File: src/oftp_defines.vh
// Constants for the output data format and test pattern register block
`ifndef OFTP_DEFINES_VH
`define OFTP_DEFINES_VH
// Serial frame
`define OFTP_FRAME_BITS 5'h10
`define OFTP_HDR_BITS 5'h08
`define OFTP_ADDR_W 7
`define OFTP_RW_BIT 15
`define OFTP_ADDR_HI 14
`define OFTP_ADDR_LO 8
`define OFTP_HDR_RW_BIT 7
`define OFTP_DATA_MSB 7
// Register addresses
`define OFTP_ADDR_RESET 7'h00
`define OFTP_ADDR_FORMAT 7'h04
// Reset register field
`define OFTP_SWRST_BIT 7
// Format register fields
`define OFTP_TEST_HI 5
`define OFTP_TEST_LO 3
`define OFTP_ALT_POL_BIT 2
`define OFTP_SCRAMBLE_BIT 1
`define OFTP_FMT_BIT 0
`define OFTP_FMT_W 6
`define OFTP_FMT_RST 6'h00
// Test select codes
`define OFTP_TEST_OFF 3'h0
`define OFTP_TEST_ZERO 3'h1
`define OFTP_TEST_ONE 3'h3
`define OFTP_TEST_CHECK 3'h5
`define OFTP_TEST_ALT 3'h7
// Output word: overrange flag plus sample bits
`define OFTP_SAMPLE_W 14
`define OFTP_WORD_W 15
`define OFTP_PAT_ZERO 15'h0000
`define OFTP_PAT_ONE 15'h7FFF
`define OFTP_PAT_CHECK_A 15'h5555
`define OFTP_PAT_CHECK_B 15'h2AAA
`define OFTP_ALT_POL_MASK 14'h2AAA
`define OFTP_MSB_MASK 14'h2000
`endif

File: src/oftp_buf2.v
// Two-entry buffer with valid and ready on both sides
`timescale 1ns/1ps
module oftp_buf2 #(
  parameter WIDTH = 15
) (
  // Clock and reset
  input wire clk,
  input wire sys_rst,
  // Fill side
  input wire in_valid,
  input wire [WIDTH-1:0] in_data,
  output wire in_ready,
  // Drain side
  output wire out_valid,
  output wire [WIDTH-1:0] out_data,
  input wire out_ready
);
  reg [WIDTH-1:0] mem_q [0:1];
  reg rd_ptr_q;
  reg wr_ptr_q;
  reg [1:0] count_q;
  reg in_ready_q;
  reg out_valid_q;
  reg [WIDTH-1:0] out_data_q;
  wire push;
  wire pop;
  reg [1:0] count_d;
  reg rd_ptr_d;

  assign push = in_valid & in_ready_q;
  assign pop = out_valid_q & out_ready;
  assign in_ready = in_ready_q;
  assign out_valid = out_valid_q;
  assign out_data = out_data_q;

  always @* begin
    count_d = count_q;
    rd_ptr_d = rd_ptr_q;
    if (push & ~pop) begin
      count_d = count_q + 2'h1;
    end else if (pop & ~push) begin
      count_d = count_q - 2'h1;
    end
    if (pop) begin
      rd_ptr_d = ~rd_ptr_q;
    end
  end

  always @(posedge clk) begin
    if (sys_rst) begin
      rd_ptr_q <= 1'b0;
      wr_ptr_q <= 1'b0;
      count_q <= 2'h0;
      in_ready_q <= 1'b1;
      out_valid_q <= 1'b0;
      out_data_q <= {WIDTH{1'b0}};
    end else begin
      if (push) begin
        mem_q[wr_ptr_q] <= in_data;
        wr_ptr_q <= ~wr_ptr_q;
      end
      rd_ptr_q <= rd_ptr_d;
      count_q <= count_d;
      in_ready_q <= (count_d != 2'h2);
      out_valid_q <= (count_d != 2'h0);
      // Head entry, bypassing the memory when it is written this cycle
      if (count_d == 2'h0) begin
        out_data_q <= {WIDTH{1'b0}};
      end else if (push && (count_q == 2'h0 || (count_q == 2'h1 && pop))) begin
        out_data_q <= in_data;
      end else begin
        out_data_q <= mem_q[rd_ptr_d];
      end
    end
  end
endmodule

File: src/oftp_top.v
// Output data format register, serial config port and output word formatter
//
// Operation
// - Test select zero passes normal conversion results to the output word.
// - Test select one drives all sample bits and the overrange flag low.
// - Test select three drives all sample bits and the overrange flag high.
// - Test select five alternates two complementary checkerboard words on successive samples.
// - Test select seven alternates all-low and all-high words on successive samples.
// - Bit 2 enables the alternate bit polarity output mode.
// - Bit 1 enables the data output randomizer.
// - The upper two register bits are ignored on write and read as zero.
// - A 16-bit frame of flag, seven address bits and eight data bits writes, or with flag high reads back.
// - A software reset command clears the whole register to zero.
`timescale 1ns/1ps
`include "oftp_defines.vh"
module oftp_top (
  // Clock and reset
  input wire clk,
  input wire sys_rst,
  // Serial configuration port
  input wire cs_n,
  input wire sck,
  input wire sdi,
  output wire sdo_o,
  output wire sdo_oe,
  // Conversion results in
  input wire sample_valid,
  input wire [13:0] sample_bits_in,
  input wire overrange_in,
  output wire sample_ready,
  // Formatted output word
  output wire out_valid,
  output wire [13:0] sample_bits_out,
  output wire overrange_flag_out,
  input wire out_ready,
  // Register state
  output wire [5:0] format_reg_out
);
  // Pin synchronisers
  reg cs_n_m_q;
  reg cs_n_s_q;
  reg cs_n_p_q;
  reg sck_m_q;
  reg sck_s_q;
  reg sck_p_q;
  reg sdi_m_q;
  reg sdi_s_q;

  always @(posedge clk) begin
    if (sys_rst) begin
      cs_n_m_q <= 1'b1;
      cs_n_s_q <= 1'b1;
      cs_n_p_q <= 1'b1;
      sck_m_q <= 1'b0;
      sck_s_q <= 1'b0;
      sck_p_q <= 1'b0;
      sdi_m_q <= 1'b0;
      sdi_s_q <= 1'b0;
    end else begin
      cs_n_m_q <= cs_n;
      cs_n_s_q <= cs_n_m_q;
      cs_n_p_q <= cs_n_s_q;
      sck_m_q <= sck;
      sck_s_q <= sck_m_q;
      sck_p_q <= sck_s_q;
      sdi_m_q <= sdi;
      sdi_s_q <= sdi_m_q;
    end
  end

  wire sck_rise;
  wire sck_fall;
  wire frame_start;
  wire frame_end;
  assign sck_rise = sck_s_q & ~sck_p_q & ~cs_n_s_q;
  assign sck_fall = ~sck_s_q & sck_p_q & ~cs_n_s_q;
  assign frame_start = ~cs_n_s_q & cs_n_p_q;
  assign frame_end = cs_n_s_q & ~cs_n_p_q;

  // Serial frame state
  reg [4:0] bit_cnt_q;
  reg [15:0] shift_q;
  reg rd_act_q;
  reg rd_act_d;
  reg [7:0] rd_shift_q;
  reg [7:0] rd_shift_d;
  reg sdo_oe_q;
  reg [`OFTP_FMT_W-1:0] fmt_q;
  reg [`OFTP_FMT_W-1:0] fmt_d;
  wire [15:0] shift_nx;
  wire [`OFTP_ADDR_W-1:0] hdr_addr;
  wire hdr_read;
  wire [7:0] rd_value;

  assign shift_nx = {shift_q[14:0], sdi_s_q};
  // Header is complete on the eighth rising edge
  assign hdr_read = shift_nx[`OFTP_HDR_RW_BIT];
  assign hdr_addr = shift_nx[`OFTP_ADDR_W-1:0];
  // Reserved bits 7 and 6 read as zero
  assign rd_value = (hdr_addr == `OFTP_ADDR_FORMAT) ? {2'h0, fmt_q} : 8'h00;

  always @(posedge clk) begin
    if (sys_rst) begin
      bit_cnt_q <= 5'h00;
      shift_q <= 16'h0000;
    end else if (frame_start) begin
      bit_cnt_q <= 5'h00;
      shift_q <= 16'h0000;
    end else if (sck_rise && bit_cnt_q != `OFTP_FRAME_BITS) begin
      // Edges after the sixteenth are ignored
      bit_cnt_q <= bit_cnt_q + 5'h01;
      shift_q <= shift_nx;
    end
  end

  // Frame progress: header bits, data bits, full frame
  localparam [3:0] FR_IDLE = 4'h1;
  localparam [3:0] FR_HEAD = 4'h2;
  localparam [3:0] FR_DATA = 4'h4;
  localparam [3:0] FR_FULL = 4'h8;
  reg [3:0] frame_q;
  reg [3:0] frame_d;

  always @* begin
    frame_d = frame_q;
    case (frame_q)
      FR_IDLE: begin
        if (frame_start) begin
          frame_d = FR_HEAD;
        end
      end
      FR_HEAD: begin
        if (frame_end) begin
          frame_d = FR_IDLE;
        end else if (sck_rise && bit_cnt_q == `OFTP_HDR_BITS - 5'h01) begin
          frame_d = FR_DATA;
        end
      end
      FR_DATA: begin
        if (frame_end) begin
          frame_d = FR_IDLE;
        end else if (sck_rise && bit_cnt_q == `OFTP_FRAME_BITS - 5'h01) begin
          frame_d = FR_FULL;
        end
      end
      FR_FULL: begin
        if (frame_end) begin
          frame_d = FR_IDLE;
        end
      end
      default: begin
        frame_d = FR_IDLE;
      end
    endcase
    // A new select edge always restarts the frame
    if (frame_start) begin
      frame_d = FR_HEAD;
    end
  end

  always @(posedge clk) begin
    if (sys_rst) begin
      frame_q <= FR_IDLE;
    end else begin
      frame_q <= frame_d;
    end
  end

  // Read back path, open drain pulling low only
  always @* begin
    rd_act_d = rd_act_q;
    rd_shift_d = rd_shift_q;
    if (frame_start || frame_end) begin
      rd_act_d = 1'b0;
      rd_shift_d = 8'h00;
    end else if (sck_rise && bit_cnt_q == `OFTP_HDR_BITS - 5'h01) begin
      rd_act_d = hdr_read;
      rd_shift_d = rd_value;
    end else if (sck_fall && rd_act_q && bit_cnt_q != `OFTP_HDR_BITS) begin
      rd_shift_d = {rd_shift_q[`OFTP_DATA_MSB-1:0], 1'b0};
    end
  end

  always @(posedge clk) begin
    if (sys_rst) begin
      rd_act_q <= 1'b0;
      rd_shift_q <= 8'h00;
      sdo_oe_q <= 1'b0;
    end else begin
      rd_act_q <= rd_act_d;
      rd_shift_q <= rd_shift_d;
      sdo_oe_q <= rd_act_d & ~rd_shift_d[`OFTP_DATA_MSB];
    end
  end

  assign sdo_o = 1'b0;
  assign sdo_oe = sdo_oe_q;

  // Register update at the close of a full write frame
  wire wr_frame;
  assign wr_frame = frame_end && frame_q == FR_FULL && !shift_q[`OFTP_RW_BIT];

  always @* begin
    fmt_d = fmt_q;
    if (wr_frame) begin
      if (shift_q[`OFTP_ADDR_HI:`OFTP_ADDR_LO] == `OFTP_ADDR_RESET && shift_q[`OFTP_SWRST_BIT]) begin
        fmt_d = `OFTP_FMT_RST;
      end else if (shift_q[`OFTP_ADDR_HI:`OFTP_ADDR_LO] == `OFTP_ADDR_FORMAT) begin
        fmt_d = shift_q[`OFTP_FMT_W-1:0];
      end
    end
  end

  always @(posedge clk) begin
    if (sys_rst) begin
      fmt_q <= `OFTP_FMT_RST;
    end else begin
      fmt_q <= fmt_d;
    end
  end

  reg [`OFTP_FMT_W-1:0] fmt_out_q;
  always @(posedge clk) begin
    if (sys_rst) begin
      fmt_out_q <= `OFTP_FMT_RST;
    end else begin
      fmt_out_q <= fmt_d;
    end
  end
  assign format_reg_out = fmt_out_q;

  // Output word formatter
  wire [2:0] output_test_select;
  wire alt_polarity_enable;
  wire output_scramble_enable;
  wire number_format_select;
  assign output_test_select = fmt_q[`OFTP_TEST_HI:`OFTP_TEST_LO];
  assign alt_polarity_enable = fmt_q[`OFTP_ALT_POL_BIT];
  assign output_scramble_enable = fmt_q[`OFTP_SCRAMBLE_BIT];
  assign number_format_select = fmt_q[`OFTP_FMT_BIT];

  reg phase_q;
  wire buf_in_ready;
  wire take;
  assign take = sample_valid & buf_in_ready;

  // Phase steps once per accepted sample
  always @(posedge clk) begin
    if (sys_rst) begin
      phase_q <= 1'b0;
    end else if (take) begin
      phase_q <= ~phase_q;
    end
  end

  reg [13:0] norm_bits;
  reg [`OFTP_WORD_W-1:0] word_d;
  wire [`OFTP_SAMPLE_W-1:0] fmt_bits;
  wire [`OFTP_SAMPLE_W-1:0] scr_bits;
  genvar g;

  // Number format: flip the sign bit
  assign fmt_bits = number_format_select ? (sample_bits_in ^ `OFTP_MSB_MASK) : sample_bits_in;
  assign scr_bits[0] = fmt_bits[0];
  generate
    for (g = 1; g < `OFTP_SAMPLE_W; g = g + 1) begin : g_scr
      assign scr_bits[g] = fmt_bits[g] ^ (output_scramble_enable & fmt_bits[0]);
    end
  endgenerate

  always @* begin
    norm_bits = scr_bits;
    if (alt_polarity_enable) begin
      norm_bits = norm_bits ^ `OFTP_ALT_POL_MASK;
    end
    case (output_test_select)
      `OFTP_TEST_OFF: word_d = {overrange_in, norm_bits};
      `OFTP_TEST_ZERO: word_d = `OFTP_PAT_ZERO;
      `OFTP_TEST_ONE: word_d = `OFTP_PAT_ONE;
      `OFTP_TEST_CHECK: word_d = phase_q ? `OFTP_PAT_CHECK_B : `OFTP_PAT_CHECK_A;
      `OFTP_TEST_ALT: word_d = phase_q ? `OFTP_PAT_ONE : `OFTP_PAT_ZERO;
      default: word_d = {overrange_in, norm_bits};
    endcase
  end

  // Buffer toward capture logic
  wire [`OFTP_WORD_W-1:0] buf_out;
  oftp_buf2 #(
    .WIDTH(`OFTP_WORD_W)
  ) u_buf (
    .clk(clk),
    .sys_rst(sys_rst),
    .in_valid(sample_valid),
    .in_data(word_d),
    .in_ready(buf_in_ready),
    .out_valid(out_valid),
    .out_data(buf_out),
    .out_ready(out_ready)
  );

  assign sample_ready = buf_in_ready;
  assign overrange_flag_out = buf_out[`OFTP_WORD_W-1];
  assign sample_bits_out = buf_out[`OFTP_SAMPLE_W-1:0];
endmodule

File: config.mk
export PLATFORM = sky130hd
export DESIGN_NAME = oftp_top
export DESIGN_NICKNAME = d
export VERILOG_FILES = /design/src/oftp_buf2.v /design/src/oftp_top.v
export VERILOG_INCLUDE_DIRS = /design/src /design/src/src
export SDC_FILE = /design/constraint.sdc
export NUM_CORES = 1
export LEC_CHECK = 0
export BUFFER_PORTS_ARGS = -buffer_cell sky130_fd_sc_hd__clkbuf_2
export CAP_MARGIN = 0
export CORE_MARGIN = 1
export CORE_UTILIZATION = 30
export CTS_BUF_LIST = sky130_fd_sc_hd__clkbuf_8
export DETAILED_ROUTE_END_ITERATION = 6
export PLACE_DENSITY_LB_ADDON = 0.25
export SLEW_MARGIN = 10
export SYNTH_ARGS = -nofsm -noshare
export SYNTH_HDL_FRONTEND = slang
export SYNTH_HIERARCHICAL = 1
export SYNTH_SLANG_ARGS = --single-unit
File: constraint.sdc
create_clock -name clk -period 2.8 [get_ports clk]
set_input_delay 0.14 -clock clk [delete_from_list [all_inputs] [get_ports clk]]
set_output_delay 0.14 -clock clk [all_outputs]
set_load 0.02 [all_outputs]
======== Word-level counts from Yosys, hierarchy flattened ========
Memory sizes are Yosys's and may differ from the RTL's.
Cells that the tools add are included.
storage, ports and cells
  bits in registers ....................... 71
  output and inout bits ................... 25
  memory bits (writable) .................. 30
  memories kept ........................... 1
  word-level logic and storage cells ...... 141
  bits of input ports ..................... 22
memories
  memory       words  width  read ports  clocked after memory_dff  wr ports  RTL line        source
  u_buf.mem_q  2      15     1           0                         1         oftp_buf2.v:18  reg [WIDTH-1:0] mem_q [0:1];
cells by class
  bitwise operators ....................... 38
  mux-type cells .......................... 27
  $add $sub $neg .......................... 3
  eq/ne operators ......................... 23
  reductions and logical operators ........ 25
operators with widths
  operator                                                                count
  15-bit case mux with 4 select lines                                     1
  15-bit two-way mux                                                      3
  14-bit two-way mux                                                      2
  8-bit two-way mux                                                       3
  4-bit two-way mux                                                       5
  6-bit two-way mux                                                       3
  4-bit case mux with 4 select lines                                      1
  7-bit by 3-bit equality test with 1-bit output (second input constant)  2
  1-bit XOR                                                               13
  1-bit bitwise AND                                                       12
  1-bit NOT                                                               12
  1-bit logical AND                                                       10
  3-bit inequality test (second input constant)                           3
  4-bit inequality test (second input constant)                           2
  4-bit AND reduction                                                     2
  7-bit zero test                                                         1
  7-bit NOT                                                               1
  3-bit equality test (second input constant)                             2
  1-bit two-way mux                                                       6
  2-bit two-way mux                                                       3
  2-bit inequality test (second input constant)                           3
  2-bit nonzero test                                                      3
  2-bit OR reduction                                                      3
  5-bit by 1-bit adder with 5-bit output (second input constant)          1
  other kinds (17)                                                        19

======== Longest topological paths before layout ========
  word-level depth ........................ 10
  mapped depth ............................ 8
  mapped depth without buffers ............ 7

======== Modules after synthesis ========
Netlist, hierarchy kept.
modules (own cells, without submodules)
  module     instances  seq. area each (um2)  area each (um2)  cells an instance
  oftp_top   1          1,001.0               2,353.5          246
  oftp_buf2  1          1,321.3               2,028.2          158

======== Worst setup path after synthesis ========
Ideal clock, no wire load.
  kind .................................... register to register
  from .................................... register u_buf.in_ready_q, in the netlist u_buf/in_ready
  to ...................................... memory u_buf.mem_q[1][0] (enable)
  slack ................................... 0.620 ns
  period minus slack after synthesis ...... 2.180 ns
  path buffers ............................ 0
  library setup time ...................... 0.409 ns
  arrival time ............................ 1.771 ns
  data required time ...................... 2.391 ns
  stages on the path, launching flop included .. 3
  path through ............................ dfxtp_1 > nand2_1 > nor3b_1
on the way
  word-level cells in the longest chain between the ends .. 4
RTL lines
  element                                  RTL line        source
  start, declared                          oftp_buf2.v:22  reg in_ready_q;
  start signal, assigned                   oftp_buf2.v:64  in_ready_q <= (count_d != 2'h2);
  1-bit bitwise AND                        oftp_buf2.v:30  assign push = in_valid & in_ready_q;
  1-bit two-way mux                        oftp_buf2.v:58  if (push) begin
  1-bit two-way mux                        oftp_buf2.v:50  if (sys_rst) begin
  1-bit two-way mux (not written as such)  oftp_buf2.v:59  mem_q[wr_ptr_q] <= in_data;
  end, declared                            oftp_buf2.v:18
No other way between the ends.

==> results by group <==
Drt
  – DR vias/cell: 4.904
  – Initial DRC count: approximately 190
  – DR pass1 iterations: 5
  – Routed Antenna Nets: 0
  – Total wire length: between 9 and 10 mm
  – Vias: a little over 3000
  – Wire per inst: ~15 microns
  – DRC viols: 0

Synthesis
  – Syn Nets: 433
  – Syn Area/Cell: around 11 sq um
  – Ranking of synthesized cells by area: dfxtp_1, edfxtp_1, mux2i_1
  – Syn Inst Count: between 400 and 500
  – Synth Warn #: 6
  – Top FF cell, synth: dfxtp_1
  – Synthesized area: approximately 4400 sq um
  – Number of synthesized register bits: about 100
  – Ys async rst share: 0%
  – Number of enable flip-flop cells after synthesis: 30
  – Seq/Total Area, Yosys: a little over half
  – Top cell type's share of synthesized area: 32.44%
  – Yosys top cell by area: dfxtp_1
  – Synth unique cells: 65

Clock network
  – Clk slew on worst S/H paths: approximately 0.10 ns
  – TritonCTS clock tree: yes
  – H-Tree Depth: 3
  – Clk Latency, worst-skew pair: approximately 0.37 ns
  – Clock Path Buffers: 2
  – Cts bufs inserted: 9
  – Postcts setup bufs: 0
  – CTS resizes: 0
  – CTS Sinks: between 100 and 150
  – Clock root cell: clkbuf_8

Setup path
  – Max FO, Critical Path: 7
  – Worst reg-to-reg setup slack: 0.63 ns
  – Worst reg2reg path depth: 6
  – RR Endpoint: u_buf/out_data[5]
  – Worst setup EP type: flop
  – Critical Path RT: approximately 3 ns
  – Worst path max stage delay: ~0.51 ns
  – Cell family with most CP delay: simple AND/OR/NAND/NOR gates
  – Crit-path cells: nand2_2, xor2_2, xor2_1, o21ai_0, nor2_1, nor4_1
  – Critical path class: reg2reg
  – Reg2Reg Launch Point: format_reg_out[1]
  – CP max-delay cell: xor2_2
  – WP buf/inv: 0
  – Crit start category: flop
  – Worst EP arrival: approximately 2.4 ns

Timing
  – TNS Setup: 0 ns
  – Final Hold Fails: 0
  – Final setup viols: 0
  – Slew at the pin closest to its max-slew limit: 0.6998 ns
  – Relative slew slack: a little over half
  – Skew final: 0.01326 ns
  – RSZ-0062 raised after global routing: false
  – Slew Viols, Final: 0
  – FMAX: 461.6 MHz
  – Crit path time final: roughly 2.2 ns
  – Tcrit/Tclk final: just under 80%

GRT
  – Total grt overflow: 0
  – GRT Util Overall: a little over an eighth
  – Vias in the first global route: a little under 3000
  – First-pass GRT wire length: ~15 mm
  – Initial antenna violation count: 0
  – Largest net degree at the start of global routing: 24

Placed design
  – Hpwl dp: 6.487 mm
  – Port bufs: between 40 and 50
  – Placed insts: about 620
  – GP Congestion: about 0.73

Finish
  – Filler Cells Inserted: roughly 1400
  – Antenna Cells: 0
  – Nets: ~480
  – Share of cells above drive strength 1: 19.82%
  – Area grow syn2layout: 14.02%
  – Post-route insts no fill: between 600 and 700

Power
  – Peak VDD IR: about 0.00036 V
  – Clock share of power: 27.1%
  – Static leakage: 1.825 nW
  – Power Dens Cells: approximately 700 nW/um^2
  – Logic gate share of total power: around a quarter
  – Power share of the sequential group: a little under 50%
  – NetSw: around 1.1 mW
  – Internal power: around 2.4 mW
  – Sw frac: 32.14%
  – Tot Pwr: 3.521 mW

Floorplan
  – Die footprint: 15090 sq um
  – Core box area: between 10000 and 15000 sq um
  – Die Ht: roughly 120 microns
  – Row count: 43
  – Starting density of the core: 31.20%
  – I/O Pins: 47
  – Die X-Extent: approximately 120 microns

Min path
  – Worst Hold End: cs_n_p_q
  – Hold Crit Depth: 3
  – Worst hold start: sys_rst
  – Worst hold path type: in2reg

Run status
  – Status: complete, no violations

Run
  – Max_cap viols: 0
[cell usage after synthesis (2+ instances only)]
library cell  count
dfxtp_1          71
nor2_1           43
edfxtp_1         30
nand2_1          19
o21ai_0          18
and3_1           17
mux2i_1          17
a211oi_1         16
nor4_1           16
a21oi_1          14
xor2_1           14
inv_1            11
clkbuf_1         10
ha_1              7
xnor2_1           7
a22o_1            6
a32oi_1           6
nor2b_1           6
buf_6             5
buf_4             4
nand4bb_1         4
nor3_1            4
buf_2             3
nand3_1           3
nor3b_1           3
nor4b_1           3
a21boi_0          2
and2_1            2
mux2_2            2
nand2b_1          2
nand4b_1          2
or2_2             2
or3_1             2
or4_1             2
[layer usage]
metal	vias to the layer above	global-route usage, %	share of wire [%]
li1	1559	-	-
met1	1480	15.35	45
met2	64	23.60	50
met3	6	4.229	4.0
met4	0	3.735	0.69
met5	-	0	0
[timing repair]
item	CTS	global route
hold endpoints to repair	3	0
setup endpoints to repair	0	0
hold buffers	3	0
[state kept, by name (all words and copies together) (netlist names), 2 cells and up]
register / count
bit_cnt_q: 5
format_reg_out: 6
frame_q: 4
rd_shift_q: 8
shift_q: 16
u_buf/count_q: 2
u_buf/mem_q: 30
u_buf/out_data: 15
[worst min-delay path, stage by stage]
cell and delay [ns]:
clkbuf_2 0.09, inv_1 0.10, nand2_1 0.08
[through the flow]
step | util, % | worst slack, ns | area (sq um) | hold slack, ns
2_1_floorplan | - | 0.6199 | 4382 | 0.2438
3_5_place_dp | 33.92 | 0.6174 | 4763 | 0.3300
3_3_place_gp | 33.92 | 0.7225 | 4763 | 0.3226
4_1_cts | 35.58 | 0.6032 | 4996 | 0.05328
6_report | 35.58 | 0.6335 | 4996 | 0.06758
5_1_grt | 35.58 | 0.4891 | 4996 | 0.09269
[cell type report]
cell class	instances	area, sq um	area share (%)
clock buffers	9	123.9	2.479
clock inverters	7	78.83	1.578
inverters	11	41.29	0.8264
multi-input cells	270	1889	37.82
flip-flops and latches	101	2322	46.48
well taps	180	225.2	4.508
repair buffers	56	315.3	6.311
[worst max-delay path by stage]
| stage | end | start | slack (ns) | cells after the start |
|---|---|---|---|---|
| floorplan | u_buf/mem_q[1][0] | u_buf/in_ready | 0.62 | 2 |
| global route | u_buf/out_data[5] | format_reg_out[1] | 0.49 | 6 |
| global placement | u_buf/out_data[5] | format_reg_out[1] | 0.72 | 6 |
| detailed placement | u_buf/out_data[5] | format_reg_out[1] | 0.62 | 6 |
| finish | u_buf/out_data[5] | format_reg_out[1] | 0.63 | 6 |
| CTS | u_buf/out_data[5] | format_reg_out[1] | 0.60 | 6 |
[power by group through the flow]
stage | combinational, mW | clock [mW] | sequential (mW)
floorplan | 0.511 | 0 | 1.87
global placement | 0.826 | 0 | 1.77
global route | 0.922 | 1.05 | 1.75
finish | 0.835 | 0.954 | 1.73
CTS | 0.839 | 0.992 | 1.73
detailed placement | 0.834 | 0 | 1.77
[cells by family (layout without fill, tap and decap cells)]
kind of cell | count (synthesis) | count (layout) | share of synthesized area (%)
buf+inv | 33 | 83 | 4.112
other cells | 1 | 1 | 0.08558
flops | 101 | 101 | 53.00
compound gates | 74 | 74 | 11.39
xor+xnor | 23 | 23 | 5.197
simple gates | 146 | 146 | 19.82
mux | 19 | 19 | 4.397
fa+ha+maj | 7 | 7 | 1.999
[layout by cell type, fill, tap and decap left out, types with 3 or more instances in the layout]
| cell type | instances |
|---|---|
| nor4b_1 | 3 |
| mux2i_1 | 17 |
| ha_1 | 7 |
| a211oi_1 | 16 |
| clkbuf_8 | 9 |
| clkbuf_2 | 45 |
| xor2_1 | 14 |
| dlygate4sd3_1 | 3 |
| xnor2_1 | 7 |
| nor2_1 | 43 |
| a21oi_1 | 14 |
| buf_4 | 8 |
| nor2b_1 | 6 |
| a22o_1 | 6 |
| edfxtp_1 | 30 |
| o21ai_0 | 18 |
| nand4bb_1 | 4 |
| and3_1 | 17 |
| nand3_1 | 3 |
| nor4_1 | 16 |
| a32oi_1 | 6 |
| dfxtp_1 | 71 |
| inv_1 | 11 |
| nand2_1 | 19 |
| nor3_1 | 3 |
Note: power is estimated with default switching activity, not from simulation.
